`src/verilog/clsd_pkg.sv`:
```
// constants, register map and states of the class-d pwm output stage
// Notes on behaviour
// - after reset all four channels stay powered down until software enables them
// - channel power-up starts only on a write to misc_control
// - ramp from zero to 50/50 square wave over 365 ms, and back down
// - ready output stays low while the channels ramp down, and while they ramp up in late mode
// - pwm_stage_control picks ready rising at ramp start or ramp end
// - each channel drives two outputs, one the inverse of the other
// - 384 kHz modulation, full scale duty limited to 97:3
// - mute pin acts only on the outputs selected in a register field
// - mute pin low ramps selected outputs gradually down to silence
// - by default the pin returning high ramps the outputs back up
// - in software mode outputs stay muted until the unmute bit is set
package clsd_pkg;
    localparam logic [15:0] MISC_CONTROL_OFS      = 16'h000A;
    localparam logic [15:0] PWM_STAGE_CONTROL_OFS = 16'h001F;

    // misc_control fields
    localparam int          MISC_EN_BIT   = 0;
    localparam int          MISC_BUSY_BIT = 1;
    localparam logic [15:0] MISC_RESET    = 16'h0000;

    // pwm_stage_control fields
    localparam int          STG_LATE_BIT   = 0;
    localparam int          STG_SWUNM_BIT  = 1;
    localparam int          STG_UNMUTE_BIT = 2;
    localparam int          STG_SEL_LSB    = 3;
    localparam int          STG_MUTED_BIT  = 7;
    localparam logic [15:0] STG_RESET      = 16'h0078;
    localparam logic [15:0] STG_WR_MASK    = 16'h007F;

    // timing
    localparam int unsigned CLK_HZ         = 50_000_000;
    localparam int unsigned PWM_HZ         = 384_000;
    localparam int unsigned PWM_PERIOD_CYC = CLK_HZ / PWM_HZ;
    localparam int unsigned DUTY_LO_PCT    = 3;
    localparam int unsigned DUTY_MIN_CYC   =
        (PWM_PERIOD_CYC * DUTY_LO_PCT + 99) / 100;
    localparam int unsigned DUTY_MAX_CYC   = PWM_PERIOD_CYC - DUTY_MIN_CYC;
    localparam int unsigned HALF_CYC       = PWM_PERIOD_CYC / 2;
    localparam int unsigned RAMP_MS        = 365;
    localparam int unsigned RAMP_CYC       = RAMP_MS * (CLK_HZ / 1000);
    localparam int unsigned MUTE_RAMP_MS   = 10;
    localparam int unsigned MUTE_RAMP_CYC  = MUTE_RAMP_MS * (CLK_HZ / 1000);
    localparam logic [6:0]  GAIN_FULL      = 7'h40;
    localparam logic [6:0]  GAIN_RESET     = 7'h40;

    typedef enum logic [1:0] {
        ST_OFF,
        ST_UP,
        ST_ON,
        ST_DOWN
    } clsd_state_e;
endpackage

```
`src/verilog/clsd_pwm_out.sv`:
```
// four channel class-d pwm output stage with anti-pop ramp and mute
`timescale 1ns/10ps
module clsd_pwm_out #(
    parameter int unsigned P_RAMP_CYC = clsd_pkg::RAMP_CYC,
    parameter int unsigned P_MUTE_CYC = clsd_pkg::MUTE_RAMP_CYC
) (
    input  wire logic               i_mclk,
    input  wire logic               i_rstn,
    input  wire logic               i_reg_wr,
    input  wire logic               i_reg_rd,
    input  wire logic [15:0]        i_reg_addr,
    input  wire logic [15:0]        i_reg_wdata,
    output logic      [15:0]        o_reg_rdata,
    input  wire logic               i_mute_n,
    input  wire logic signed [15:0] i_sample_1,
    input  wire logic signed [15:0] i_sample_2,
    input  wire logic signed [15:0] i_sample_3,
    input  wire logic signed [15:0] i_sample_4,
    output logic                    o_class_d_channel_1_p,
    output logic                    o_class_d_channel_1_n,
    output logic                    o_class_d_channel_2_p,
    output logic                    o_class_d_channel_2_n,
    output logic                    o_class_d_channel_3_p,
    output logic                    o_class_d_channel_3_n,
    output logic                    o_class_d_channel_4_p,
    output logic                    o_class_d_channel_4_n,
    output logic                    o_pwm_ready
);
    localparam int unsigned STEP_CYC  = P_RAMP_CYC / clsd_pkg::HALF_CYC;
    localparam int unsigned MSTEP_CYC = P_MUTE_CYC / 64;
    localparam logic [7:0] HALF  = 8'(clsd_pkg::HALF_CYC);
    localparam logic [7:0] PER   = 8'(clsd_pkg::PWM_PERIOD_CYC);
    localparam logic [7:0] DMIN  = 8'(clsd_pkg::DUTY_MIN_CYC);
    localparam logic [7:0] DMAX  = 8'(clsd_pkg::DUTY_MAX_CYC);

    clsd_pkg::clsd_state_e state;
    logic [15:0]       misc_control;
    logic [15:0]       pwm_stage_control;
    logic [31:0]       ramp_tmr;
    logic [7:0]        ramp_lvl;
    logic [7:0]        pwm_cnt;
    logic              mute_meta;
    logic              mute_sync;
    logic              muted;
    logic [6:0]        mute_gain;
    logic [31:0]       mute_tmr;
    logic              wr_misc;
    logic              wr_stage;
    logic              late;
    logic              sw_unmute;
    logic [3:0]        mute_sel;
    logic signed [15:0] samp [4];
    logic [7:0]        duty [4];
    logic              out_p [4];
    logic              out_n [4];

    // registers arrive as whole 16-bit words from the control port
    assign wr_misc  = i_reg_wr && (i_reg_addr == clsd_pkg::MISC_CONTROL_OFS);
    assign wr_stage = i_reg_wr &&
                      (i_reg_addr == clsd_pkg::PWM_STAGE_CONTROL_OFS);
    assign late      = pwm_stage_control[clsd_pkg::STG_LATE_BIT];
    assign sw_unmute = pwm_stage_control[clsd_pkg::STG_SWUNM_BIT];
    assign mute_sel  = pwm_stage_control[clsd_pkg::STG_SEL_LSB +: 4];

    always_ff @(posedge i_mclk) begin
        if (!i_rstn) begin
            misc_control      <= clsd_pkg::MISC_RESET;
            pwm_stage_control <= clsd_pkg::STG_RESET;
        end else begin
            if (wr_misc) begin
                misc_control <= i_reg_wdata & 16'h0001;
            end
            if (wr_stage) begin
                pwm_stage_control <= i_reg_wdata & clsd_pkg::STG_WR_MASK;
            end
        end
    end

    always_ff @(posedge i_mclk) begin
        if (!i_rstn) begin
            o_reg_rdata <= 16'h0000;
        end else if (i_reg_rd) begin
            if (i_reg_addr == clsd_pkg::MISC_CONTROL_OFS) begin
                o_reg_rdata <= misc_control;
                o_reg_rdata[clsd_pkg::MISC_BUSY_BIT] <=
                    (state == clsd_pkg::ST_UP) || (state == clsd_pkg::ST_DOWN);
            end else if (i_reg_addr == clsd_pkg::PWM_STAGE_CONTROL_OFS) begin
                o_reg_rdata <= pwm_stage_control;
                o_reg_rdata[clsd_pkg::STG_MUTED_BIT] <= muted;
            end else begin
                o_reg_rdata <= 16'h0000;
            end
        end
    end

    // power sequencer: only a misc_control write moves it out of off
    always_ff @(posedge i_mclk) begin
        if (!i_rstn) begin
            state    <= clsd_pkg::ST_OFF;
            ramp_lvl <= 8'h00;
            ramp_tmr <= 32'h0000_0000;
        end else begin
            unique case (state)
                clsd_pkg::ST_OFF: begin
                    ramp_tmr <= 32'h0000_0000;
                    if (wr_misc && i_reg_wdata[clsd_pkg::MISC_EN_BIT]) begin
                        state <= clsd_pkg::ST_UP;
                    end
                end
                clsd_pkg::ST_UP: begin
                    if (wr_misc && !i_reg_wdata[clsd_pkg::MISC_EN_BIT]) begin
                        state    <= clsd_pkg::ST_DOWN;
                        ramp_tmr <= 32'h0000_0000;
                    end else if (ramp_tmr == STEP_CYC - 1) begin
                        ramp_tmr <= 32'h0000_0000;
                        if (ramp_lvl == HALF) begin
                            state <= clsd_pkg::ST_ON;
                        end else begin
                            ramp_lvl <= ramp_lvl + 8'h01;
                        end
                    end else begin
                        ramp_tmr <= ramp_tmr + 32'h0000_0001;
                    end
                end
                clsd_pkg::ST_ON: begin
                    ramp_tmr <= 32'h0000_0000;
                    if (wr_misc && !i_reg_wdata[clsd_pkg::MISC_EN_BIT]) begin
                        state <= clsd_pkg::ST_DOWN;
                    end
                end
                clsd_pkg::ST_DOWN: begin
                    if (wr_misc && i_reg_wdata[clsd_pkg::MISC_EN_BIT]) begin
                        state    <= clsd_pkg::ST_UP;
                        ramp_tmr <= 32'h0000_0000;
                    end else if (ramp_tmr == STEP_CYC - 1) begin
                        ramp_tmr <= 32'h0000_0000;
                        if (ramp_lvl == 8'h00) begin
                            state <= clsd_pkg::ST_OFF;
                        end else begin
                            ramp_lvl <= ramp_lvl - 8'h01;
                        end
                    end else begin
                        ramp_tmr <= ramp_tmr + 32'h0000_0001;
                    end
                end
            endcase
        end
    end

    // early mode trades pop margin for a faster handoff to the power stage
    always_ff @(posedge i_mclk) begin
        if (!i_rstn) begin
            o_pwm_ready <= 1'b0;
        end else begin
            o_pwm_ready <= (state == clsd_pkg::ST_ON) ||
                           ((state == clsd_pkg::ST_UP) && !late);
        end
    end

    // mute pin is asynchronous
    always_ff @(posedge i_mclk) begin
        if (!i_rstn) begin
            mute_meta <= 1'b1;
            mute_sync <= 1'b1;
        end else begin
            mute_meta <= i_mute_n;
            mute_sync <= mute_meta;
        end
    end

    always_ff @(posedge i_mclk) begin
        if (!i_rstn) begin
            muted <= 1'b0;
        end else if (!mute_sync) begin
            muted <= 1'b1;
        end else if (!sw_unmute ||
                     pwm_stage_control[clsd_pkg::STG_UNMUTE_BIT]) begin
            muted <= 1'b0;
        end
    end

    always_ff @(posedge i_mclk) begin
        if (!i_rstn) begin
            mute_gain <= clsd_pkg::GAIN_RESET;
            mute_tmr  <= 32'h0000_0000;
        end else if (mute_tmr == MSTEP_CYC - 1) begin
            mute_tmr <= 32'h0000_0000;
            if (muted && mute_gain != 7'h00) begin
                mute_gain <= mute_gain - 7'h01;
            end else if (!muted && mute_gain != clsd_pkg::GAIN_FULL) begin
                mute_gain <= mute_gain + 7'h01;
            end
        end else begin
            mute_tmr <= mute_tmr + 32'h0000_0001;
        end
    end

    always_ff @(posedge i_mclk) begin
        if (!i_rstn) begin
            pwm_cnt <= 8'h00;
        end else if (pwm_cnt == PER - 8'h01) begin
            pwm_cnt <= 8'h00;
        end else begin
            pwm_cnt <= pwm_cnt + 8'h01;
        end
    end

    assign samp[0] = i_sample_1;
    assign samp[1] = i_sample_2;
    assign samp[2] = i_sample_3;
    assign samp[3] = i_sample_4;

    for (genvar c = 0; c < 4; c++) begin : g_ch
        logic [6:0]         gain;
        logic signed [23:0] prod;
        logic signed [9:0]  lvl;
        assign gain = mute_sel[c] ? mute_gain : clsd_pkg::GAIN_FULL;
        assign prod = 24'(samp[c]) * 24'($signed({1'b0, gain}));
        // zero gain leaves the 50/50 centre, never a stopped output
        assign lvl  = 10'(signed'({2'b00, HALF})) + 10'(prod >>> 15);
        always_comb begin
            if (state != clsd_pkg::ST_ON) begin
                duty[c] = ramp_lvl;
            end else if (lvl < signed'({2'b00, DMIN})) begin
                duty[c] = DMIN;
            end else if (lvl > signed'({2'b00, DMAX})) begin
                duty[c] = DMAX;
            end else begin
                duty[c] = lvl[7:0];
            end
        end
        always_ff @(posedge i_mclk) begin
            if (!i_rstn) begin
                out_p[c] <= 1'b0;
                out_n[c] <= 1'b1;
            end else begin
                out_p[c] <= (pwm_cnt < duty[c]);
                out_n[c] <= !(pwm_cnt < duty[c]);
            end
        end
    end

    assign o_class_d_channel_1_p = out_p[0];
    assign o_class_d_channel_1_n = out_n[0];
    assign o_class_d_channel_2_p = out_p[1];
    assign o_class_d_channel_2_n = out_n[1];
    assign o_class_d_channel_3_p = out_p[2];
    assign o_class_d_channel_3_n = out_n[2];
    assign o_class_d_channel_4_p = out_p[3];
    assign o_class_d_channel_4_n = out_n[3];
endmodule

```
`config.mk`:
```
export PLATFORM = sky130hd
export DESIGN_NAME = clsd_pwm_out
export DESIGN_NICKNAME = d
export VERILOG_FILES = /design/src/verilog/clsd_pkg.sv /design/src/verilog/clsd_pwm_out.sv
export SDC_FILE = /design/constraint.sdc
export NUM_CORES = 1
export LEC_CHECK = 0
export BUFFER_PORTS_ARGS = -buffer_cell sky130_fd_sc_hd__buf_2
export CELL_PAD_IN_SITES_DETAIL_PLACEMENT = 1
export CELL_PAD_IN_SITES_GLOBAL_PLACEMENT = 1
export CORE_UTILIZATION = 53
export DETAILED_ROUTE_END_ITERATION = 6
export PLACE_DENSITY_LB_ADDON = 0.3
export SETUP_SLACK_MARGIN = 0.4
export SYNTH_ARGS = -nofsm -noshare
export SYNTH_HDL_FRONTEND = slang
export SYNTH_SLANG_ARGS = --single-unit
```
`constraint.sdc`:
```
create_clock -name i_mclk -period 13.52 [get_ports i_mclk]
set_input_delay 1.352 -clock i_mclk [delete_from_list [all_inputs] [get_ports i_mclk]]
set_output_delay 1.352 -clock i_mclk [all_outputs]
set_load 0.01 [all_outputs]
```
**Word-level counts from Yosys, hierarchy flattened**

Memories as Yosys holds them, arrays and structs flattened.
Index checks and enable logic that the tools add are counted.

- Bits in registers: 117
- Memory bits (writable): 8
- Bits of input ports: 101
- Logic and storage cells: 156
- Memories: 2

- $add $sub $neg: 11
- Multiply operators: 4
- Magnitude comparators: 12
- Equality and inequality tests: 24
- Multiplexer cells: 52
- Bitwise gates (word level): 9
- Reduce and logical (&&, ||, !) cells: 29

Memory list:

| memory | words | bits a word | read ports | clocked after Yosys merged registers in | write ports | line | source |
|---|---|---|---|---|---|---|---|
| out_n | 4 | 1 | 4 | 0 | 4 | clsd_pwm_out.sv:55 | `logic out_n [4];` |
| out_p | 4 | 1 | 4 | 0 | 4 | clsd_pwm_out.sv:54 | `logic out_p [4];` |

Operators with widths:

| operator | count |
|---|---|
| $mux 8 | 20 |
| $mul 16x8->24 | 4 |
| $mux 32 | 3 |
| $pmux 32 s3 | 1 |
| $add 32x1->32 const B | 2 |
| $mux 7 | 6 |
| $add 8x9->10 const A | 4 |
| $gt 10x8->1 const B | 4 |
| $lt 10x4->1 const B | 4 |
| $eq 32x13->1 const B | 1 |
| $eq 32x19->1 const B | 1 |
| $lt 8x8->1 | 4 |
| $add 8x1->8 const B | 2 |
| $eq 16x4->1 const B | 1 |
| $eq 16x5->1 const B | 1 |
| $mux 2 | 8 |
| $pmux 8 s2 | 1 |
| $ne 2x2->1 const B | 7 |
| $mux 1 | 12 |
| $ne 3x1->1 const B | 4 |
| $eq 8x7->1 const B | 1 |
| $eq 8x8->1 const B | 1 |
| $logic_not 1->1 | 8 |
| $logic_not 8->1 | 1 |
| 19 further kinds | 40 |

**Longest topological paths before layout**

Gate-level depths: netlist of run 1.

- Depth after elaboration: 10
- Gate-level depth with buffers: 32
- Mapped depth without buffers: 31

**Least setup slack after synthesis of run 1**

No wires, ideal clock.

- Kind: input to register
- Start point: input i_sample_4[7]
- End point: memory out_n[3]
- Setup time: 0.146 ns
- Arrival: 7.665 ns
- Path slack: 5.709 ns
- Stages on the path: 24
- Path buffers: 0
- Cells stage by stage: and3_1 > fa_1 > fa_1 > fa_1 > inv_1 > fa_1 > inv_1 > ha_1 > and3_1 > o311ai_1 > a211o_2 > mux2i_1 > a2111oi_4 > nand3_2 > or4_4 > a31oi_4 > nand2_1 > a211oi_1 > a21oi_1 > ha_1 > a21o_1 > a21o_1 > a2111oi_0 > o41ai_1

RTL lines:

| element | line | source |
|---|---|---|
| start: declaration | clsd_pwm_out.sv:18 | `input wire logic signed [15:0] i_sample_4,` |
| end: declaration | clsd_pwm_out.sv:55 |  |

==> summary.txt, run 1 <==
Status
  • Outcome: complete, no violations

Logic synthesis
  • EDFF count, synth: 0
  • Post-synth top area share: 0.286
  • Mean Syn Cell Area: 8.41 um2
  • Syn Inst Count: 2,843
  • Async S/R FF share, synth: 0
  • Synth Flop Type: dfxtp_1
  • Synth top area cells: fa_1, ha_1, dfxtp_1
  • Synth warn: 0
  • Area of the mapped netlist: 0.0239 mm2
  • Synth Register Bits: 117
  • Sequential area share after synthesis: 0.0980
  • Synth top cells by count: inv_1, fa_1, and3_1, ha_1, nand2_1
  • Cell with the most instances after synthesis: inv_1
  • Largest area contributor in the netlist: fa_1
  • Netlist cell types: 99

STA
  • Crit path time final: 9.36 ns
  • Final Hold Vio Count: 0
  • Tcrit/Tclk final: 0.692
  • RSZ-0062 raised after global routing: no
  • Slew HR: 0.121
  • Slew Limit Fails: 0
  • Total negative slack: 0 ns
  • Clock skew: 0.00905 ns
  • Final setup violating endpoints: 0
  • Final Hold Slack: 0.408 ns
  • F_max: 107 MHz
  • Setup ws final: 4.16 ns
  • Worst-Margin Slew: 1.30 ns

Floorplanning
  • Boundary Pins: 126
  • Row cnt: 77
  • Core Footprint: 0.0443 mm2
  • Die Span X: 214 um
  • Starting Density: 0.540
  • Chip height: 214 um
  • Full die area: 0.0460 mm2

Finish
  • Synth-to-layout area growth: 6.67%
  • Share of cells above drive strength 1: 0.0722
  • Layout Utilization: 0.576
  • Design Area, Final: 0.0255 mm2
  • Nets: 3,560
  • Fillers: 5,399

Clocking
  • Latest clock arrival within the worst-skew pair: 0.43 ns
  • Root buf cell: clkbuf_16
  • Total CTS buffers: 17
  • Post-cts hold buffer count: 0
  • TritonCTS clock tree: yes
  • Max clock buf depth: 2
  • Clock slew at reported path FFs: 0.06 ns
  • Clock Sinks: 117
  • Postcts setup bufs: 0
  • Post-CTS sizing: 0
  • Clock H-tree levels: 4

Detailed routing
  • Pre-antenna DRT Iters: 5
  • Initial DRC count: 1,185
  • Vias per cell: 5.95
  • WL final: 68,500 um
  • Routed vias: 20,700
  • Mean routed wirelength per cell: 19.6 um
  • Post-route DRC: 0
  • Routed Antenna Nets: 0

Worst hold path
  • Min-delay worst type: flop to flop

Worst setup path
  • Crit-path max cell delay: 0.86 ns
  • Startpoint types: flop
  • Endpoint class of the critical path: flop
  • WP data arrival: 9.63 ns
  • CP Class: flop to flop
  • Worst-path fanout max: 33
  • Most repeated library cell on the critical path: fa_1
  • Critical-path top delay cell: o41ai_1
  • Worst Path Required: 13.79 ns

Power
  • Total leakage power: 13.4 nW
  • Comb power frac: 0.200
  • Switch Pwr: 0.000315 W
  • Power share of the sequential group: 0.341
  • Clock power frac: 0.459
  • VDD IR max: 0.0981 mV
  • Switching share of power: 0.303
  • Internal power: 0.000725 W
  • Pwr/cell area: 40.8 mW/mm2

Placed design
  • Number of I/O port buffers: 108
  • GPL Wtd Cong: 0.872
  • Final HPWL DP: 52,900 um
  • DP Area: 0.0249 mm2
  • Dpl ws: 4.46 ns

Global routing
  • Grt total ovfl: 0
  • First-pass GRT wire length: 116,000 um
  • GRT Resource Usage Total: 0.307
  • Vias in the first global route: 23,400
  • Largest net degree at the start of global routing: 86
  • Initial antenna violation count: 6

Job
  • Max-Cap Viols: 0
cell families (layout without fill, tap and decap cells):
kind of cell / after synthesis / count (layout) / synth area share
DFF: 117 / 117 / 0.0980
muxes: 15 / 15 / 0.00659
other: 1 / 11 / 0.000157
adders and majority gates: 578 / 578 / 0.410
AOI/OAI and AO/OA: 363 / 363 / 0.102
xor gates and xnor gates: 144 / 144 / 0.0534
and+or+nand+nor: 1044 / 1044 / 0.236
buffers and inverters: 581 / 625 / 0.0933
cells in the final DEF, fill, tap and decap left out, types with 38 or more instances in the layout:
master	count
inv_1	467
fa_1	342
and3_1	319
ha_1	236
nand2_1	195
nor2_1	177
a21oi_1	129
dfxtp_1	109
buf_2	108
and2_1	86
nand3_1	78
xor2_1	75
xnor2_1	67
o21ai_0	57
nand4_1	38
power by group through the flow:
stage | logic (W) | registers (W) | clock network (W)
2_1_floorplan | 0.000133 | 0.000361 | 0
3_3_place_gp | 0.000193 | 0.000362 | 0
3_5_place_dp | 0.000204 | 0.000362 | 0
4_1_cts | 0.000207 | 0.000354 | 0.000481
5_1_grt | 0.000232 | 0.000355 | 0.000493
6_report | 0.000208 | 0.000355 | 0.000477
state kept, by name, summed over array words and instances (netlist names):
signal / cells
mute_meta: 1
out_p: 4
out_n: 4
o_reg_rdata: 8
misc_control: 1
muted: 1
mute_tmr: 32
mute_gain: 7
o_pwm_ready: 1
mute_sync: 1
state: 2
ramp_lvl: 8
pwm_stage_control: 7
ramp_tmr: 32
pwm_cnt: 8
cell type report:
cell class,count,area (um2),share of cell area
diodes,3,7.51,0.000294
well taps,592,741,0.0290
inverters,470,1760,0.0692
clock buffers,19,443,0.0174
repair buffers,123,661,0.0259
multi-input cells,2152,19400,0.759
flip-flops and latches,117,2350,0.0922
clock inverters,13,171,0.00672
final timing paths:
| kind | startpoint | end | slack [ns] | cells after the start |
|---|---|---|---|---|
| hold / removal | mute_sync | muted | 0.41 | 1 |
| setup / recovery | mute_gain[3] | out_n[3] | 4.16 | 26 |
| hold reg to reg | mute_sync | muted | 0.41 | 1 |
| setup reg to reg | mute_gain[3] | out_n[3] | 4.16 | 26 |
routing by layer:
metal,vias to the layer above,GRT usage,share of wire
met1,10600,0.384,0.42
met5,-,0,0.00039
met2,494,0.555,0.52
li1,9496,-,-
met4,4,0.0883,0.022
met3,115,0.0328,0.038
through the flow:
step | std cells | total power, W
global placement | 3453 | 0.000555
floorplan | 2850 | 0.000494
global route | 3488 | 0.00108
detailed placement | 3453 | 0.000566
CTS | 3485 | 0.00104
finish | 3489 | 0.00104
critical path, delay by kind of cell (launching register included):
family                     cells  cell delay, ns
buffers and inverters          4            0.65
AOI/OAI and AO/OA              8            2.94
adders and majority gates      6            2.85
DFF                            1            0.61
and+or+nand+nor                8            2.14
(Power assumes the default switching activity.)
==> run 2, diff against run 1 <==
CORE_UTILIZATION = 49   (was 53)
clock period = 9.15 ns   (was 13.52 ns; I/O delays follow)
==> run 2 against run 1 <==
Combinational power up 49%. Power up 44%. Clock skew up 0.0083 ns. Cell area up 0.65%. Sequential share of layout area about the same. Maximum frequency up 13%. Critical path depth up 2. Register-to-register slack worse by 3.3 ns. Critical endpoint is now out_n[2]. Largest power group unchanged. Highest routed layer is now met4.
==> summary.txt, run 2 (synthesis gave the netlist of run 1 again) <==
Status
  • Outcome: complete, no violations (unchanged)

Global routing
  • First-pass GRT wire length: 113,000 um (was 116,000 um)
  • Largest net degree at the start of global routing: 70 (was 86)
  • GRT Resource Usage Total: 0.277 (was 0.307)
  • Grt total ovfl: 0 (unchanged)
  • Initial antenna violation count: 3 (was 6)
  • Vias in the first global route: 22,900 (was 23,400)

Clocking
  • Post-cts hold buffer count: 0 (unchanged)
  • Clock slew at reported path FFs: 0.06 ns (about the same)
  • Total CTS buffers: 17 (unchanged)
  • Root buf cell: clkbuf_16 (unchanged)
  • TritonCTS clock tree: yes (unchanged)
  • Clock H-tree levels: 4 (unchanged)
  • Latest clock arrival within the worst-skew pair: 0.43 ns (about the same)
  • Max clock buf depth: 2 (unchanged)
  • Clock Sinks: 117 (unchanged)

Worst hold path
  • Min-delay worst type: flop to flop (unchanged)
  • Worst Hold Path Cells: 1 (unchanged)
  • Launch point of the worst hold path: mute_sync (unchanged)
  • WHS Endpoint: muted (unchanged)

Detailed routing
  • Routed vias: 20,500 (was 20,700)
  • Mean routed wirelength per cell: 18.8 um (was 19.6 um)
  • Pre-antenna DRT Iters: 5 (unchanged)
  • Vias per cell: 5.80 (was 5.95)
  • Initial DRC count: 1,019 (was 1,185)
  • WL final: 66,400 um (was 68,500 um)
  • Post-route DRC: 0 (unchanged)
  • Routed Antenna Nets: 0 (unchanged)

Worst setup path
  • Crit-path max cell delay: 0.55 ns (was 0.86 ns)
  • WP data arrival: 8.58 ns (was 9.63 ns)
  • Most repeated library cell on the critical path: fa_1 (unchanged)
  • Reg2Reg Launch Point: mute_gain[3] (unchanged)
  • Startpoint types: flop (unchanged)
  • Worst R2R End: out_n[2] (was out_n[3])
  • Worst-path fanout max: 14 (was 33)
  • CP Class: flop to flop (unchanged)
  • R2R depth: 28 (was 26)
  • Critical-path top delay cell: fa_1 (was o41ai_1)
  • Worst Path Required: 9.42 ns (was 13.79 ns)
  • R2R setup slack: 0.84 ns (was 4.16 ns)
  • Endpoint class of the critical path: flop (unchanged)

Floorplanning
  • Boundary Pins: 126 (unchanged)
  • Die Span X: 223 um (was 214 um)
  • Full die area: 0.0497 mm2 (was 0.0460 mm2)
  • Row cnt: 80 (was 77)
  • Starting Density: 0.499 (was 0.540)
  • Core Footprint: 0.0479 mm2 (was 0.0443 mm2)
  • Chip height: 223 um (was 214 um)

STA
  • Total negative slack: 0 ns (unchanged)
  • F_max: 120 MHz (was 107 MHz)
  • Clock skew: 0.0173 ns (was 0.00905 ns)
  • Final Hold Vio Count: 0 (unchanged)
  • Slew HR: 0.261 (was 0.121)
  • Worst-Margin Slew: 1.10 ns (was 1.30 ns)
  • Tcrit/Tclk final: 0.908 (was 0.692)
  • Crit path time final: 8.31 ns (was 9.36 ns)
  • Final setup violating endpoints: 0 (unchanged)
  • Slew Limit Fails: 0 (unchanged)
  • RSZ-0062 raised after global routing: no (unchanged)

Power
  • VDD IR max: 0.134 mV (was 0.0981 mV)
  • Pwr/cell area: 58.4 mW/mm2 (was 40.8 mW/mm2)
  • Total leakage power: 13.4 nW (about the same)
  • Total Power: 0.00150 W (was 0.00104 W)

Finish
  • Share of cells above drive strength 1: 0.0794 (was 0.0722)
  • Synth-to-layout area growth: 7.36% (was 6.67%)
  • Most common cell after layout, fill and taps aside: inv_1 (unchanged)
  • Nets: 3,577 (was 3,560)
  • Most frequent cells in the layout: inv_1, fa_1, and3_1, ha_1, nand2_1 (unchanged)
  • Largest registers: mute_tmr (32), ramp_tmr (32) (unchanged)
  • Fillers: 5,777 (was 5,399)

Placed design
  • Number of I/O port buffers: 108 (unchanged)
  • Final HPWL DP: 53,500 um (was 52,900 um)
  • GPL Wtd Cong: 0.870 (was 0.872)

Job
  • Max-Cap Viols: 0 (unchanged)
-- run 2: area by class of cell --
cell class	instances	area [um2]	share of cell area
Inverter	470	1760	0.0687
Clock inverter	14	144	0.00560
Tap cell	615	769	0.0300
Timing Repair Buffer	140	806	0.0314
Sequential cell	117	2360	0.0921
Antenna cell	2	5.00	0.000195
Clock buffer	18	439	0.0171
Multi-Input combinational cell	2152	19400	0.755
-- run 2: report_power, final --
group	internal, W	leakage, nW	switching (W)
clock network	0.000389	0.274	0.000279
logic	0.000118	12.2	0.000192
registers	0.000515	0.948	0.00000691
total	0.00102	13.4	0.000479
-- run 2: per-stage QoR --
step | area [um2] | std cells | utilization | hold WS [ns] | setup slack (ns)
6_report | 25700 | 3528 | 0.535 | 0.403 | 0.843
5_1_grt | 25700 | 3528 | 0.535 | 0.413 | 0.392
4_1_cts | 25600 | 3526 | 0.535 | 0.413 | 0.581
3_5_place_dp | 25100 | 3494 | 0.523 | 0.393 | 0.272
3_3_place_gp | 25100 | 3494 | 0.523 | 0.389 | 0.716
2_1_floorplan | 23900 | 2850 | - | 0.385 | 1.78
-- run 2: critical path: cells and delay by family (launching register included) --
kind | cells | cell delay (ns)
AOI/OAI and AO/OA | 6 | 1.53
and+or+nand+nor | 9 | 1.99
muxes | 1 | 0.32
DFF | 1 | 0.46
xor gates and xnor gates | 1 | 0.43
buffers and inverters | 5 | 0.62
adders and majority gates | 6 | 2.79
-- run 2: worst max-delay path by stage --
stage | from | end | slack (ns)
6_report | mute_gain[3] | out_n[2] | 0.84
5_1_grt | pwm_stage_control[6] | out_n[3] | 0.39
4_1_cts | mute_gain[4] | out_n[3] | 0.58
3_5_place_dp | mute_gain[4] | out_n[3] | 0.27
3_3_place_gp | mute_gain[4] | out_n[3] | 0.72
2_1_floorplan | i_sample_4[7] | out_n[3] | 1.78
-- run 2: timing repair --
| item | CTS | global route |
|---|---|---|
| endpoints found under the setup margin | 2 | 8 |
| setup buffers | 0 | 0 |
| resized for setup | 1 | 8 |
| gates cloned | 0 | 0 |
-- run 2: routing by layer --
metal  share of wire  global-route usage  wire length, um
met1            0.43               0.346            28400
met4           0.025              0.0825             1660
met3           0.035              0.0275             2340
met2            0.51               0.502            34100
met5               0                   0                0
